==> config.mk <==
export PLATFORM = sky130hd
export DESIGN_NAME = lics_seq_top
export DESIGN_NICKNAME = d
export VERILOG_FILES = /design/src/design/lics_seq_top.v /design/src/design/lics_state_timer.v
export VERILOG_INCLUDE_DIRS = /design/src /design/src/design
export SDC_FILE = /design/constraint.sdc
export NUM_CORES = 1
export LEC_CHECK = 0
export ABC_AREA = 1
export BUFFER_PORTS_ARGS = -buffer_cell sky130_fd_sc_hd__buf_4
export CAP_MARGIN = 15
export CORE_MARGIN = 3
export CORE_UTILIZATION = 35
export CTS_BUF_LIST = sky130_fd_sc_hd__clkbuf_16
export DETAILED_ROUTE_END_ITERATION = 10
export SYNTH_ARGS = -nofsm -noshare
export SYNTH_HDL_FRONTEND = slang
export SYNTH_SLANG_ARGS = --single-unit
==> constraint.sdc <==
create_clock -name clock -period 3.3 [get_ports clock]
set_input_delay 0.165 -clock clock [delete_from_list [all_inputs] [get_ports clock]]
set_output_delay 0.165 -clock clock [all_outputs]
set_load 0.005 [all_outputs]
==> src/design/lics_defines.vh <==
// Constants of the charge state sequencer: register offsets, field positions,
// reset values and timer limits. Included by the sequencer, its checker and its bench.
// How it works
// - Start disabled with no charge current while supply ramps up.
// - Disabled to pre-qualification once supply valid and enable active.
// - Pre-qualification uses low current; leave for charge when battery above 3V.
// - Pre-qualification timer expiry enters fault state and stops charging.
// - Pre-qualification suspends into over-temperature when temperature out of range.
// - Charge state selects ten times the pre-qualification current level.
// - Charge state suspends into over-temperature when temperature out of range.
// - Charge moves to top-off when current falls to 7.5 percent.
// - Top-off holds voltage and top-off current for the timer duration.
// - Top-off timer expiry enters done with zero battery current.
// - Done returns to charge when battery falls below 4.05V.
// - No valid power: power-good flag high, disabled from any state.
// - Charging indicator low in charge, high in pre-qual/top-off, held when suspended.
// - Fault flag latches; clears only by power cycle or enable toggle. The code also clears it when the control enable bit is written 0.
// - State timer freezes while suspended for temperature, resumes afterwards.
`ifndef LICS_DEFINES_VH
`define LICS_DEFINES_VH

// ==========================================================
// Register offsets
`define LICS_OFS_CTRL       8'h00
`define LICS_OFS_STATUS     8'h04
`define LICS_OFS_IRQ_STAT   8'h08
`define LICS_OFS_IRQ_MASK   8'h0C
`define LICS_OFS_PREQ_LIM   8'h10
`define LICS_OFS_CHG_LIM    8'h14
`define LICS_OFS_TOP_LIM    8'h18
`define LICS_OFS_TIMER      8'h1C

// ==========================================================
// Field positions
`define LICS_CTRL_EN_BIT    0
`define LICS_ST_STATE_LSB   0
`define LICS_ST_STATE_MSB   6
`define LICS_ST_LEVEL_LSB   8
`define LICS_ST_LEVEL_MSB   9
`define LICS_ST_PGOOD_BIT   12
`define LICS_ST_CHGIND_BIT  13
`define LICS_ST_FAULT_BIT   14
`define LICS_IRQ_CHANGE     0
`define LICS_IRQ_FAULT      1
`define LICS_IRQ_DONE       2
`define LICS_IRQ_OVERTEMP   3
`define LICS_IRQ_PWRLOST    4
`define LICS_IRQ_W          5

// ==========================================================
// Charge current level select codes
`define LICS_LVL_OFF        2'h0
`define LICS_LVL_PREQ       2'h1
`define LICS_LVL_FULL       2'h2
`define LICS_LVL_TOPOFF     2'h3

// ==========================================================
// Reset values; limits count timer capacitor ticks
`define LICS_RST_CTRL       1'h1
`define LICS_RST_IRQ_MASK   5'h00
`define LICS_RST_PREQ_LIM   16'h015C
`define LICS_RST_CHG_LIM    16'h0D0C
`define LICS_RST_TOP_LIM    16'h015C

`endif

==> src/design/lics_seq_top.v <==
// Charge state sequencer of a single-cell linear charger, with register port.
// Assumes comparator inputs and timer ticks are synchronous to clock.
`timescale 1ns/1ps
`include "lics_defines.vh"

module lics_seq_top #(
	parameter TW = 16
) (
	input  wire        clock,
	input  wire        rst_b,
	input  wire        ce,
	input  wire        supply_valid,
	input  wire        enable,
	input  wire        batt_above_prequal,
	input  wire        batt_below_recharge,
	input  wire        current_below_taper,
	input  wire        temp_in_range,
	input  wire        timer_capacitor_input,
	input  wire [7:0]  addr,
	input  wire [31:0] wdata,
	input  wire        wr,
	input  wire        rd,
	output reg  [31:0] rdata,
	output reg  [1:0]  current_level,
	output reg         power_good_flag_b,
	output reg         charging_indicator_b,
	output reg         fault_flag_b,
	output reg         over_temperature_suspend,
	output reg         irq
);

	// ==========================================================
	// States
	localparam S_DIS  = 7'b0000001;
	localparam S_PREQ = 7'b0000010;
	localparam S_CHG  = 7'b0000100;
	localparam S_TOP  = 7'b0001000;
	localparam S_DONE = 7'b0010000;
	localparam S_OT   = 7'b0100000;
	localparam S_FLT  = 7'b1000000;

	reg  [6:0]              state_r;
	reg  [6:0]              state_nxt;
	reg                     resume_chg_r;
	reg                     resume_chg_nxt;
	reg                     sw_en_r;
	reg  [`LICS_IRQ_W-1:0]  irq_stat_r;
	reg  [`LICS_IRQ_W-1:0]  irq_stat_nxt;
	reg  [`LICS_IRQ_W-1:0]  irq_mask_r;
	reg  [`LICS_IRQ_W-1:0]  irq_ev;
	reg  [TW-1:0]           preq_lim_r;
	reg  [TW-1:0]           chg_lim_r;
	reg  [TW-1:0]           top_lim_r;
	reg  [TW-1:0]           limit;
	reg  [1:0]              level_nxt;
	reg                     chg_ind_nxt;
	reg                     fault_nxt;
	reg  [31:0]             rdata_nxt;
	wire                    run_ok;
	wire                    restart;
	wire                    timer_run;
	wire                    expired;
	wire [TW-1:0]           timer_count;
	wire                    stat_read;

	// Both the pin and the control bit must be active to leave disabled
	assign run_ok = supply_valid && enable && sw_en_r;

	// ==========================================================
	// Next-state logic
	always @*
	begin
		state_nxt = state_r;
		resume_chg_nxt = resume_chg_r;
		if (!run_ok)
			state_nxt = S_DIS;
		else
		begin
			case (state_r)
			S_DIS:
				state_nxt = S_PREQ;
			S_PREQ:
			begin
				if (!temp_in_range)
				begin
					state_nxt = S_OT;
					resume_chg_nxt = 1'b0;
				end
				else if (batt_above_prequal)
					state_nxt = S_CHG;
				else if (expired)
					state_nxt = S_FLT;
			end
			S_CHG:
			begin
				if (!temp_in_range)
				begin
					state_nxt = S_OT;
					resume_chg_nxt = 1'b1;
				end
				else if (current_below_taper)
					state_nxt = S_TOP;
				else if (expired)
					state_nxt = S_FLT;
			end
			S_TOP:
				if (expired)
					state_nxt = S_DONE;
			S_DONE:
				if (batt_below_recharge)
					state_nxt = S_CHG;
			S_OT:
				if (temp_in_range)
					state_nxt = resume_chg_r ? S_CHG : S_PREQ;
			S_FLT:
				state_nxt = S_FLT;
			default:
				state_nxt = S_DIS;
			endcase
		end
	end

	// ==========================================================
	// Timer control: fresh count on real entry, frozen while suspended
	assign restart = (state_nxt != state_r) && (state_r != S_OT) &&
		((state_nxt == S_PREQ) || (state_nxt == S_CHG) || (state_nxt == S_TOP));
	assign timer_run = timer_capacitor_input &&
		((state_r == S_PREQ) || (state_r == S_CHG) || (state_r == S_TOP));

	always @*
	begin
		case (state_r)
		S_CHG:   limit = chg_lim_r;
		S_TOP:   limit = top_lim_r;
		default: limit = preq_lim_r;
		endcase
	end

	lics_state_timer #(
		.WIDTH   (TW)
	) u_timer (
		.clock   (clock),
		.rst_b   (rst_b),
		.ce      (ce),
		.restart (restart),
		.run     (timer_run),
		.limit   (limit),
		.count   (timer_count),
		.expired (expired)
	);

	// ==========================================================
	// Output values derived from the next state
	always @*
	begin
		level_nxt = `LICS_LVL_OFF;
		chg_ind_nxt = 1'b1;
		fault_nxt = 1'b0;
		case (state_nxt)
		S_PREQ:  level_nxt = `LICS_LVL_PREQ;
		S_CHG:   level_nxt = `LICS_LVL_FULL;
		S_TOP:   level_nxt = `LICS_LVL_TOPOFF;
		default: level_nxt = `LICS_LVL_OFF;
		endcase
		case (state_nxt)
		S_CHG:   chg_ind_nxt = 1'b0;
		S_OT:    chg_ind_nxt = charging_indicator_b;
		default: chg_ind_nxt = 1'b1;
		endcase
		// Latched until the sequencer is sent back to disabled
		fault_nxt = (state_nxt == S_FLT);
	end

	// ==========================================================
	// Interrupt events
	assign stat_read = rd && (addr == `LICS_OFS_IRQ_STAT);

	always @*
	begin
		irq_ev = {`LICS_IRQ_W{1'b0}};
		irq_ev[`LICS_IRQ_CHANGE]   = (state_nxt != state_r);
		irq_ev[`LICS_IRQ_FAULT]    = (state_nxt == S_FLT) && (state_r != S_FLT);
		irq_ev[`LICS_IRQ_DONE]     = (state_nxt == S_DONE) && (state_r != S_DONE);
		irq_ev[`LICS_IRQ_OVERTEMP] = (state_nxt == S_OT) && (state_r != S_OT);
		irq_ev[`LICS_IRQ_PWRLOST]  = !supply_valid && !power_good_flag_b;
		// A new event in the read cycle survives the clear
		irq_stat_nxt = (stat_read ? {`LICS_IRQ_W{1'b0}} : irq_stat_r) | irq_ev;
	end

	// ==========================================================
	// Register read mux; unmapped offsets read zero
	always @*
	begin
		rdata_nxt = 32'h0000_0000;
		case (addr)
		`LICS_OFS_CTRL:     rdata_nxt[`LICS_CTRL_EN_BIT] = sw_en_r;
		`LICS_OFS_STATUS:
		begin
			rdata_nxt[`LICS_ST_STATE_MSB:`LICS_ST_STATE_LSB] = state_r;
			rdata_nxt[`LICS_ST_LEVEL_MSB:`LICS_ST_LEVEL_LSB] = current_level;
			rdata_nxt[`LICS_ST_PGOOD_BIT]  = power_good_flag_b;
			rdata_nxt[`LICS_ST_CHGIND_BIT] = charging_indicator_b;
			rdata_nxt[`LICS_ST_FAULT_BIT]  = fault_flag_b;
		end
		`LICS_OFS_IRQ_STAT: rdata_nxt[`LICS_IRQ_W-1:0] = irq_stat_r;
		`LICS_OFS_IRQ_MASK: rdata_nxt[`LICS_IRQ_W-1:0] = irq_mask_r;
		`LICS_OFS_PREQ_LIM: rdata_nxt[TW-1:0] = preq_lim_r;
		`LICS_OFS_CHG_LIM:  rdata_nxt[TW-1:0] = chg_lim_r;
		`LICS_OFS_TOP_LIM:  rdata_nxt[TW-1:0] = top_lim_r;
		`LICS_OFS_TIMER:    rdata_nxt[TW-1:0] = timer_count;
		default:            rdata_nxt = 32'h0000_0000;
		endcase
	end

	// ==========================================================
	// Registers
	always @(posedge clock or negedge rst_b)
	begin
		if (!rst_b)
		begin
			state_r <= S_DIS;
			resume_chg_r <= 1'b0;
			sw_en_r <= `LICS_RST_CTRL;
			irq_stat_r <= {`LICS_IRQ_W{1'b0}};
			irq_mask_r <= `LICS_RST_IRQ_MASK;
			preq_lim_r <= `LICS_RST_PREQ_LIM;
			chg_lim_r <= `LICS_RST_CHG_LIM;
			top_lim_r <= `LICS_RST_TOP_LIM;
			rdata <= 32'h0000_0000;
			current_level <= `LICS_LVL_OFF;
			power_good_flag_b <= 1'b1;
			charging_indicator_b <= 1'b1;
			fault_flag_b <= 1'b1;
			over_temperature_suspend <= 1'b0;
			irq <= 1'b0;
		end
		else if (ce)
		begin
			state_r <= state_nxt;
			resume_chg_r <= resume_chg_nxt;
			irq_stat_r <= irq_stat_nxt;
			current_level <= level_nxt;
			power_good_flag_b <= !supply_valid;
			charging_indicator_b <= chg_ind_nxt;
			fault_flag_b <= !fault_nxt;
			over_temperature_suspend <= (state_nxt == S_OT);
			irq <= |(irq_stat_nxt & irq_mask_r);
			rdata <= rd ? rdata_nxt : 32'h0000_0000;
			if (wr)
			begin
				case (addr)
				`LICS_OFS_CTRL:     sw_en_r <= wdata[`LICS_CTRL_EN_BIT];
				`LICS_OFS_IRQ_MASK: irq_mask_r <= wdata[`LICS_IRQ_W-1:0];
				`LICS_OFS_PREQ_LIM: preq_lim_r <= wdata[TW-1:0];
				`LICS_OFS_CHG_LIM:  chg_lim_r <= wdata[TW-1:0];
				`LICS_OFS_TOP_LIM:  top_lim_r <= wdata[TW-1:0];
				default:            sw_en_r <= sw_en_r;
				endcase
			end
		end
	end

endmodule // lics_seq_top

==> src/design/lics_state_timer.v <==
// State timer: counts timer capacitor ticks up to a limit.
// Assumes restart and run come from the sequencer in the same clock domain.
`timescale 1ns/1ps

module lics_state_timer #(
	parameter WIDTH = 16
) (
	input  wire             clock,
	input  wire             rst_b,
	input  wire             ce,
	input  wire             restart,
	input  wire             run,
	input  wire [WIDTH-1:0] limit,
	output wire [WIDTH-1:0] count,
	output wire             expired
);

	reg [WIDTH-1:0] count_r;

	// ==========================================================
	// Counter; saturates so a stale expiry cannot wrap back
	always @(posedge clock or negedge rst_b)
	begin
		if (!rst_b)
			count_r <= {WIDTH{1'b0}};
		else if (ce)
		begin
			if (restart)
				count_r <= {WIDTH{1'b0}};
			else if (run && !expired)
				count_r <= count_r + {{(WIDTH-1){1'b0}}, 1'b1};
		end
	end

	assign count   = count_r;
	assign expired = (count_r >= limit);

endmodule // lics_state_timer

# After elaboration in Yosys (flattened, before gate mapping)
# Index checks and enable logic that the tools add are counted.
totals:
  regBits: 122
  input_bits: 52
  wordCells: 107
op_classes:
  n_addsub: 1
  order_cmp: 1
  n_eq_ne: 26
  mux: 29
  bitwise: 3
  reduce_logical: 31
op_table:
  columns: ["cell", "count"]
  rows:
  - ["7-bit two-way mux", 9]
  - ["7-bit case mux with 7 select lines", 1]
  - ["16-bit two-way mux", 3]
  - ["8-bit by 5-bit == test with 1-bit output (second input constant)", 4]
  - ["16-bit case mux with 2 select lines", 1]
  - ["4-bit case mux with 7 select lines", 1]
  - ["2-bit case mux with 5 select lines", 2]
  - ["16-bit by 1-bit adder with 16-bit output (second input constant)", 1]
  - ["8-bit by 4-bit == test with 1-bit output (second input constant)", 2]
  - ["16-bit >= comparator", 1]
  - ["3-bit case mux with 5 select lines", 1]
  - ["3-bit AND reduction", 5]
  - ["7-bit by 2-bit == test with 1-bit output (second input constant)", 2]
  - ["7-bit by 3-bit == test with 1-bit output (second input constant)", 2]
  - ["7-bit by 4-bit == test with 1-bit output (second input constant)", 2]
  - ["7-bit by 5-bit == test with 1-bit output (second input constant)", 2]
  - ["7-bit by 6-bit == test with 1-bit output (second input constant)", 2]
  - ["7-bit == test (second input constant)", 2]
  - ["1-bit logical AND", 11]
  - ["8-bit by 3-bit == test with 1-bit output (second input constant)", 1]
  - ["8-bit logical NOT", 1]
  - ["1-bit case mux with 4 select lines", 2]
  - ["1-bit case mux with 8 select lines", 1]
  - ["2-bit case mux with 4 select lines", 1]
  - ["other kinds (20)", 31]

# Logic depth before layout (Yosys ltp)
depth:
  depth_word: 14
  ltp_mapped: 35
  depth_no_buf: 31

# Cells and area by module
# From an unflattened synthesis, not the netlist that was laid out.
hier_totals:
  hier_cells: 901
  hier_area_um2: 6541.3
modules_own_cells:
  columns: ["mod", "n_inst", "cells_each", "area_each_um2", "seq_area_each_um2"]
  rows:
  - ["lics_seq_top", 1, 686, 5096.1, 2277.2]
  - ["lics_state_timer", 1, 215, 1445.1, 400.4]

# Worst setup path after synthesis
# OpenSTA, ideal clock, no wires.
synth_path:
  path_type: "register -> register"
  start: "register state_r[0]"
  end: "register u_timer.count_r[7] (netlist: u_timer.count[7])"
  t_arrival_ps: 3476
  path_slack_ps: -243
  stages_incl_launch_ff: 29
  path_buffers: 3
  period_less_slack_ps: 3543
  cell_sequence: "dfstp_2 -> inv_2 -> nand2_2 -> nor2_1 -> nand2_1 -> buf_2 -> nand2_1 -> inv_1 -> clkbuf_1 -> a21oi_1 -> ha_1 -> a21oi_1 -> o21ai_0 -> nor2_1 -> nand3_1 -> nand2_2 -> nand2_2 -> nand2_1 -> nand2_1 -> clkinv_1 -> nand2_1 -> nor2_1 -> nand3_2 -> nand2_4 -> nand2_4 -> nand2_4 -> buf_12 -> nand2_2 -> nand2_1"
synth_between:
  elab_chain_cells: 14
synth_lines:
  columns: ["item", "line", "source"]
  rows:
  - ["start: declaration", "lics_seq_top.v:42", "reg [6:0] state_r;"]
  - ["start signal: assignment", "lics_seq_top.v:239", "state_r <= state_nxt;"]
  - ["7-bit by 4-bit == test with 1-bit output or 7-bit by 3-bit == test with 1-bit output (tied branches)", "lics_seq_top.v:79, lics_seq_top.v:128, lics_seq_top.v:132", null]
  - ["16-bit case mux with 2 select lines", "lics_seq_top.v:132", "case (state_r)"]
  - ["16-bit >= comparator", "lics_state_timer.v:36", "assign expired = (count_r >= limit);"]
  - ["7-bit two-way mux", "lics_seq_top.v:91, lics_seq_top.v:103", null]
  - ["7-bit two-way mux (on tied branches)", "lics_seq_top.v:101, lics_seq_top.v:89", null]
  - ["7-bit two-way mux (on tied branches)", "lics_seq_top.v:96, lics_seq_top.v:84", null]
  - ["7-bit case mux with 7 select lines", "lics_seq_top.v:79", "case (state_r)"]
  - ["7-bit two-way mux", "lics_seq_top.v:75", "if (!run_ok)"]
  - ["7-bit by 2-bit == test with 1-bit output or 7-bit by 3-bit == test with 1-bit output (tied branches)", "lics_seq_top.v:126", "((state_nxt == S_PREQ) || (state_nxt == S_CHG) || (state_nxt == S_TOP));"]
  - ["1-bit logical OR (2 in series)", "lics_seq_top.v:126", null]
  - ["1-bit logical AND", "lics_seq_top.v:125", "assign restart = (state_nxt != state_r) && (state_r != S_OT) &&"]
  - ["2-bit nonzero test (no source line)", null, null]
  - ["2-bit AND reduction (no source line)", null, null]
  - ["end signal: assignment", "lics_state_timer.v:25", "count_r <= {WIDTH{1'b0}};"]
  - ["end signal: assignment", "lics_state_timer.v:29", "count_r <= {WIDTH{1'b0}};"]
  - ["end signal: assignment", "lics_state_timer.v:31", "count_r <= count_r + {{(WIDTH-1){1'b0}}, 1'b1};"]
  - ["end: declaration", "lics_state_timer.v:18", "reg [WIDTH-1:0] count_r;"]
# Parallel ways exist; a longest one is shown, timed or not.
# A chain may end at the register's enable or synchronous reset.

# Worst setup path after layout
layout_path:
  start: "register state_r[6]"
  end: "register irq"
layout_between:
  elab_chain_cells: 13
layout_lines:
  columns: ["item", "line", "source"]
  rows:
  - ["7-bit by 4-bit == test with 1-bit output or 7-bit by 3-bit == test with 1-bit output (tied branches)", "lics_seq_top.v:79, lics_seq_top.v:132", null]
  - ["16-bit case mux with 2 select lines", "lics_seq_top.v:132", null]
  - ["16-bit >= comparator", "lics_state_timer.v:36", null]
  - ["7-bit two-way mux", "lics_seq_top.v:91, lics_seq_top.v:103", null]
  - ["7-bit two-way mux (on tied branches)", "lics_seq_top.v:101, lics_seq_top.v:89", null]
  - ["7-bit two-way mux (on tied branches)", "lics_seq_top.v:96, lics_seq_top.v:84", null]
  - ["7-bit case mux with 7 select lines", "lics_seq_top.v:79", null]
  - ["7-bit two-way mux", "lics_seq_top.v:75", null]
  - ["7-bit == test, or another cell as far along", "lics_seq_top.v:182", "irq_ev[`LICS_IRQ_FAULT] = (state_nxt == S_FLT) && (state_r != S_FLT);"]
  - ["1-bit logical AND (on tied branches)", "lics_seq_top.v:182, lics_seq_top.v:183, lics_seq_top.v:184", null]
  - ["5-bit bitwise OR (*)", "lics_seq_top.v:187", "irq_stat_nxt = (stat_read ? {`LICS_IRQ_W{1'b0}} : irq_stat_r) | irq_ev;"]
  - ["5-bit AND (*)", "lics_seq_top.v:247", "irq <= |(irq_stat_nxt & irq_mask_r);"]
  - ["5-bit OR reduction (*)", "lics_seq_top.v:247", null]
  - ["end signal: assignment", "lics_seq_top.v:247", null]
  - ["end: declaration", "lics_seq_top.v:29", "output reg irq"]
# Every way passes the cells marked *; elsewhere a longest branch is shown, timed or not.

==> flow_metrics.env <==
export IMPL_postSynth_topFlopCell="dfrtp_1"
export IMPL_initialDrtViolationCount=699
export IMPL_placement_cell_area_mm2=0.00735
export IMPL_tritoncts="yes"
export IMPL_number_of_nets_in_the_finished_design=1020
export IMPL_drcViolationCount=0
export IMPL_number_of_enable_type_register_cells_in_the_synthesized_netlist=0
export IMPL_worst_setup_path_type="reg -> reg"
export IMPL_synth_cell_type_count=46
export IMPL_timing_final_crit_period_ns=3.42
export IMPL_detailedPlacementHpwl_um=14400
export IMPL_achievable_frequency_mhz=292
export IMPL_dp_slack_ns=-0.262
export IMPL_timing_critical_path_from="state_r[6]$_DFFE_PN0P_"
export IMPL_antenna_violating_nets_post_route=0
export IMPL_regToRegStartpoint="state_r[6]$_DFFE_PN0P_"
export IMPL_slowest_stage="dfrtp_1"
export IMPL_timing_critical_path_mode_cell="nand2_1"
export IMPL_min_delay_path_class="in -> reg"
export IMPL_avgViaCountPerCell=5.22
export IMPL_max_slew_worst_pin_slew_ns=0.991
export IMPL_ys_seq_area_share_pct=41.9
export IMPL_timing_hold_worst_endpoint="preq_lim_r[8]$_DFFE_PN1P_"
export IMPL_tritoncts_num_buffers=9
export IMPL_routedWlPerCell_um=16.4
export IMPL_first_global_vias=5790
export IMPL_wirelength_um=19400
export IMPL_clk_pin_slew_ns=0.08
export IMPL_coreArea_mm2=0.0176
export IMPL_synth_yosys_warnings=0
export IMPL_rows=48
export IMPL_result_of_the_run="finished, violations left"
export IMPL_clk_insertion_delay_late_ns=0.36
export IMPL_htree_levels=3
export IMPL_routed_met3_length_um=1240
export IMPL_finClkSkew_ns=0.00954
export IMPL_total_leakage_power_uw=0.00386
export IMPL_crit_fanout=8
export IMPL_hold_path_cell_count=3
export IMPL_synth_area_mm2=0.00639
export IMPL_reg2reg_slack_ns=-0.12
export IMPL_drt_pass1_iter_count=5
export IMPL_die_w_um=141
export IMPL_met1Wirelength_um=9460
export IMPL_first_pass_grt_wire_length_um=31300
export IMPL_power_density_mw_per_mm2=348
export IMPL_number_of_antenna_violations_at_the_first_check_in_global_routing=0
export IMPL_antenna_cells=0
export IMPL_number_of_flip_flops_and_latches_in_the_synthesized_netlist=106
export IMPL_starting_density_pct=36.3
export IMPL_via_count=6170
export IMPL_maximum_number_of_pins_on_one_net_before_global_route_repair=63
export IMPL_crit_buf_inv=6
export IMPL_worst_slew_margin_relative_to_its_limit_pct=33.8
export IMPL_fp_dieH_um=141
export IMPL_groute_usage_overall_pct=19.8
export IMPL_hold_path_startpoint="wdata[8]"
export IMPL_final_cell_area_mm2=0.00801
export IMPL_ys_top_cells_by_area="dfrtp_1 (34%), nand2_1 (13%), dfstp_2 (8.2%), inv_1 (6.6%), o21ai_0 (6.4%)"
export IMPL_maxSlewViolCount=0
export IMPL_setup_viol=17
export IMPL_cp_required_ns=3.56
export IMPL_setup_worst_path_end_class="flip-flop"
export IMPL_timing_critical_path_from_type="flip-flop"
export IMPL_highest_signal_layer="met4"
export IMPL_finalWorstSetupSlack_ns=-0.122
export IMPL_met2WireLength_um=8270
export IMPL_postSynthAreaPerCell_um2=7.58
export IMPL_ioPinCount=91
export IMPL_cp_slowest_stage_delay_ns=0.41
export IMPL_clock_sink_count=106
export IMPL_area_delta_synth_final_pct=25.3
export IMPL_period_share_pct=104
export IMPL_clock_path_buffers=2
export IMPL_gr_total_overflow=0
export IMPL_critical_path_arrival_ns=3.68
export IMPL_reg2reg_depth=29
export IMPL_finalWeightedCongestion=0.922
export IMPL_max_vdd_ir_drop_uv=222
export IMPL_cts_root_buffer="clkbuf_16"
export IMPL_share_of_final_layout_standard_cells_stronger_than_drive_strength_1_pct=25.0
export IMPL_asyncSetResetFlopFracSynth_pct=100
export IMPL_rsz0062_at_grt="true"
export IMPL_syn_instance_count=843
export IMPL_max_cap_viol_count=0
export IMPL_crit_reg2reg_capture="irq$_DFFE_PN0P_"
export IMPL_synthDominantCellAreaShare_pct=33.7
export IMPL_report_final_hold_viol_count=0
export IMPL_critical_path_top_delay_family="simple AND/OR/NAND/NOR gates"
export IMPL_die_area_mm2=0.0199
export IMPL_numPortBuffers=58
export IMPL_violations="negative setup slack"
export IMPL_synth_top_cell_by_area="dfrtp_1"
[cells in the final DEF (no fill, tap or decap), types with 4 or more instances in the layout]
cell type	instances
dfrtp_1	86
a221oi_2	4
o31ai_1	4
nand4_1	26
o221ai_1	4
a221oi_1	5
buf_6	4
a21oi_1	16
nand2_4	5
o22ai_1	27
nand2_1	201
o21ai_0	80
a21oi_2	7
clkbuf_16	9
nand3_1	30
inv_1	110
nor2_1	35
inv_2	5
nor4_1	5
nand2_2	28
ha_1	17
dfstp_2	20
conb_1	16
a211oi_1	5
nor2_2	9
nor3_1	6
nand3_2	7
xor2_1	13
o21ai_1	11
buf_4	116
[per-layer routing]
metal / global-route usage [%] / vias up
met5: 0 / -
met4: 6.68 / 0
met3: 3.19 / 39
met2: 28.3 / 240
met1: 30.2 / 2888
li1: - / 3003
[registers in the layout, indices dropped and copies added (netlist names)]
| register | count |
|---|---|
| sw_en_r | 1 |
| current_level | 2 |
| chg_lim_r | 16 |
| power_good_flag_b | 1 |
| rdata | 16 |
| u_timer.count | 16 |
| irq | 1 |
| charging_indicator_b | 1 |
| irq_mask_r | 5 |
| resume_chg_r | 1 |
| fault_flag_b | 1 |
| state_r | 7 |
| preq_lim_r | 16 |
| over_temperature_suspend | 1 |
| irq_stat_r | 5 |
| top_lim_r | 16 |
[tightest hold or removal path, delay by kind of cell]
kind / cells / cell delay, ns
AO/OA/AOI/OAI: 1 / 0.07
buffers and inverters: 2 / 0.18
[metrics by stage]
stage / hold slack [ns] / util [%] / std cells / power (µW) / TNS, ns
floorplan: -0.131 / - / 858 / 1560 / 0
global placement: 0.218 / 41.8 / 1151 / 1690 / -2.64
detailed placement: 0.217 / 41.8 / 1151 / 1690 / -4.17
CTS: 0.0553 / 44.9 / 1178 / 2790 / -0.276
finish: 0.0560 / 45.5 / 1181 / 2780 / -1.25
global route: 0.0665 / 45.5 / 1181 / 2910 / -5.22
[timing repair]
item,in CTS,in global routing
pin swaps,15,15
hold endpoints to repair,41,0
gates resized for setup,39,21
setup buffers,8,3
cloned,1,0
hold buffers,2,0
endpoints found under the setup margin,18,20
[worst max path at each step]
| stage | to | cells after the start |
|---|---|---|
| 2_1_floorplan | u_timer.count[7]$_DFFE_PN0P_ | 28 |
| 3_3_place_gp | u_timer.count[11]$_DFFE_PN0P_ | 29 |
| 3_5_place_dp | u_timer.count[11]$_DFFE_PN0P_ | 27 |
| 4_1_cts | irq$_DFFE_PN0P_ | 27 |
| 5_1_grt | irq$_DFFE_PN0P_ | 28 |
| 6_report | irq$_DFFE_PN0P_ | 29 |
[final cells by class]
cell class,instances,area (µm²)
Multi-Input combinational cell,588,3290
Clock buffer,9,225
Sequential cell,106,2680
Tap cell,225,282
Timing Repair Buffer,126,1010
Clock inverter,7,62.6
Fill cell,1747,9590
Inverter,120,458
[cell families (layout without fill, tap and decap cells)]
kind of cell	count (synthesis)	after routing	share of synthesized area (%)
xor+xnor	13	13	1.78
compound gates	181	181	16.6
buf+inv	165	262	11.2
other cells	1	16	0.0587
fa+ha+maj	17	17	3.33
simple gates	360	361	25.1
flops	106	106	41.9
[cells in the mapped netlist, types with 3 or more instances]
| library cell | number |
|---|---|
| nand2_1 | 213 |
| inv_1 | 112 |
| dfrtp_1 | 86 |
| o21ai_0 | 82 |
| nor2_1 | 40 |
| nand3_1 | 36 |
| o22ai_1 | 30 |
| nand4_1 | 26 |
| a21oi_1 | 23 |
| clkbuf_1 | 21 |
| dfstp_2 | 20 |
| nand2_2 | 20 |
| ha_1 | 17 |
| buf_4 | 16 |
| xor2_1 | 13 |
| a221oi_1 | 11 |
| o21ai_1 | 9 |
| nor3_1 | 6 |
| a211oi_1 | 5 |
| nor2_2 | 5 |
| nor4_1 | 5 |
| inv_2 | 4 |
| o221ai_1 | 4 |
| o31ai_1 | 4 |
| a2111oi_0 | 3 |
| a31oi_1 | 3 |
| buf_2 | 3 |
| clkinv_1 | 3 |
| nand2_4 | 3 |
[where the power goes]
part           leakage [µW]  switching [µW]  total (µW)  internal, µW
clock              0.000147             542        1070           529
sequential          0.00139            29.4        1370          1340
combinational       0.00232             207         341           135
total               0.00386             778        2780          2010
No activity file was read; power rests on OpenSTA's default activity.
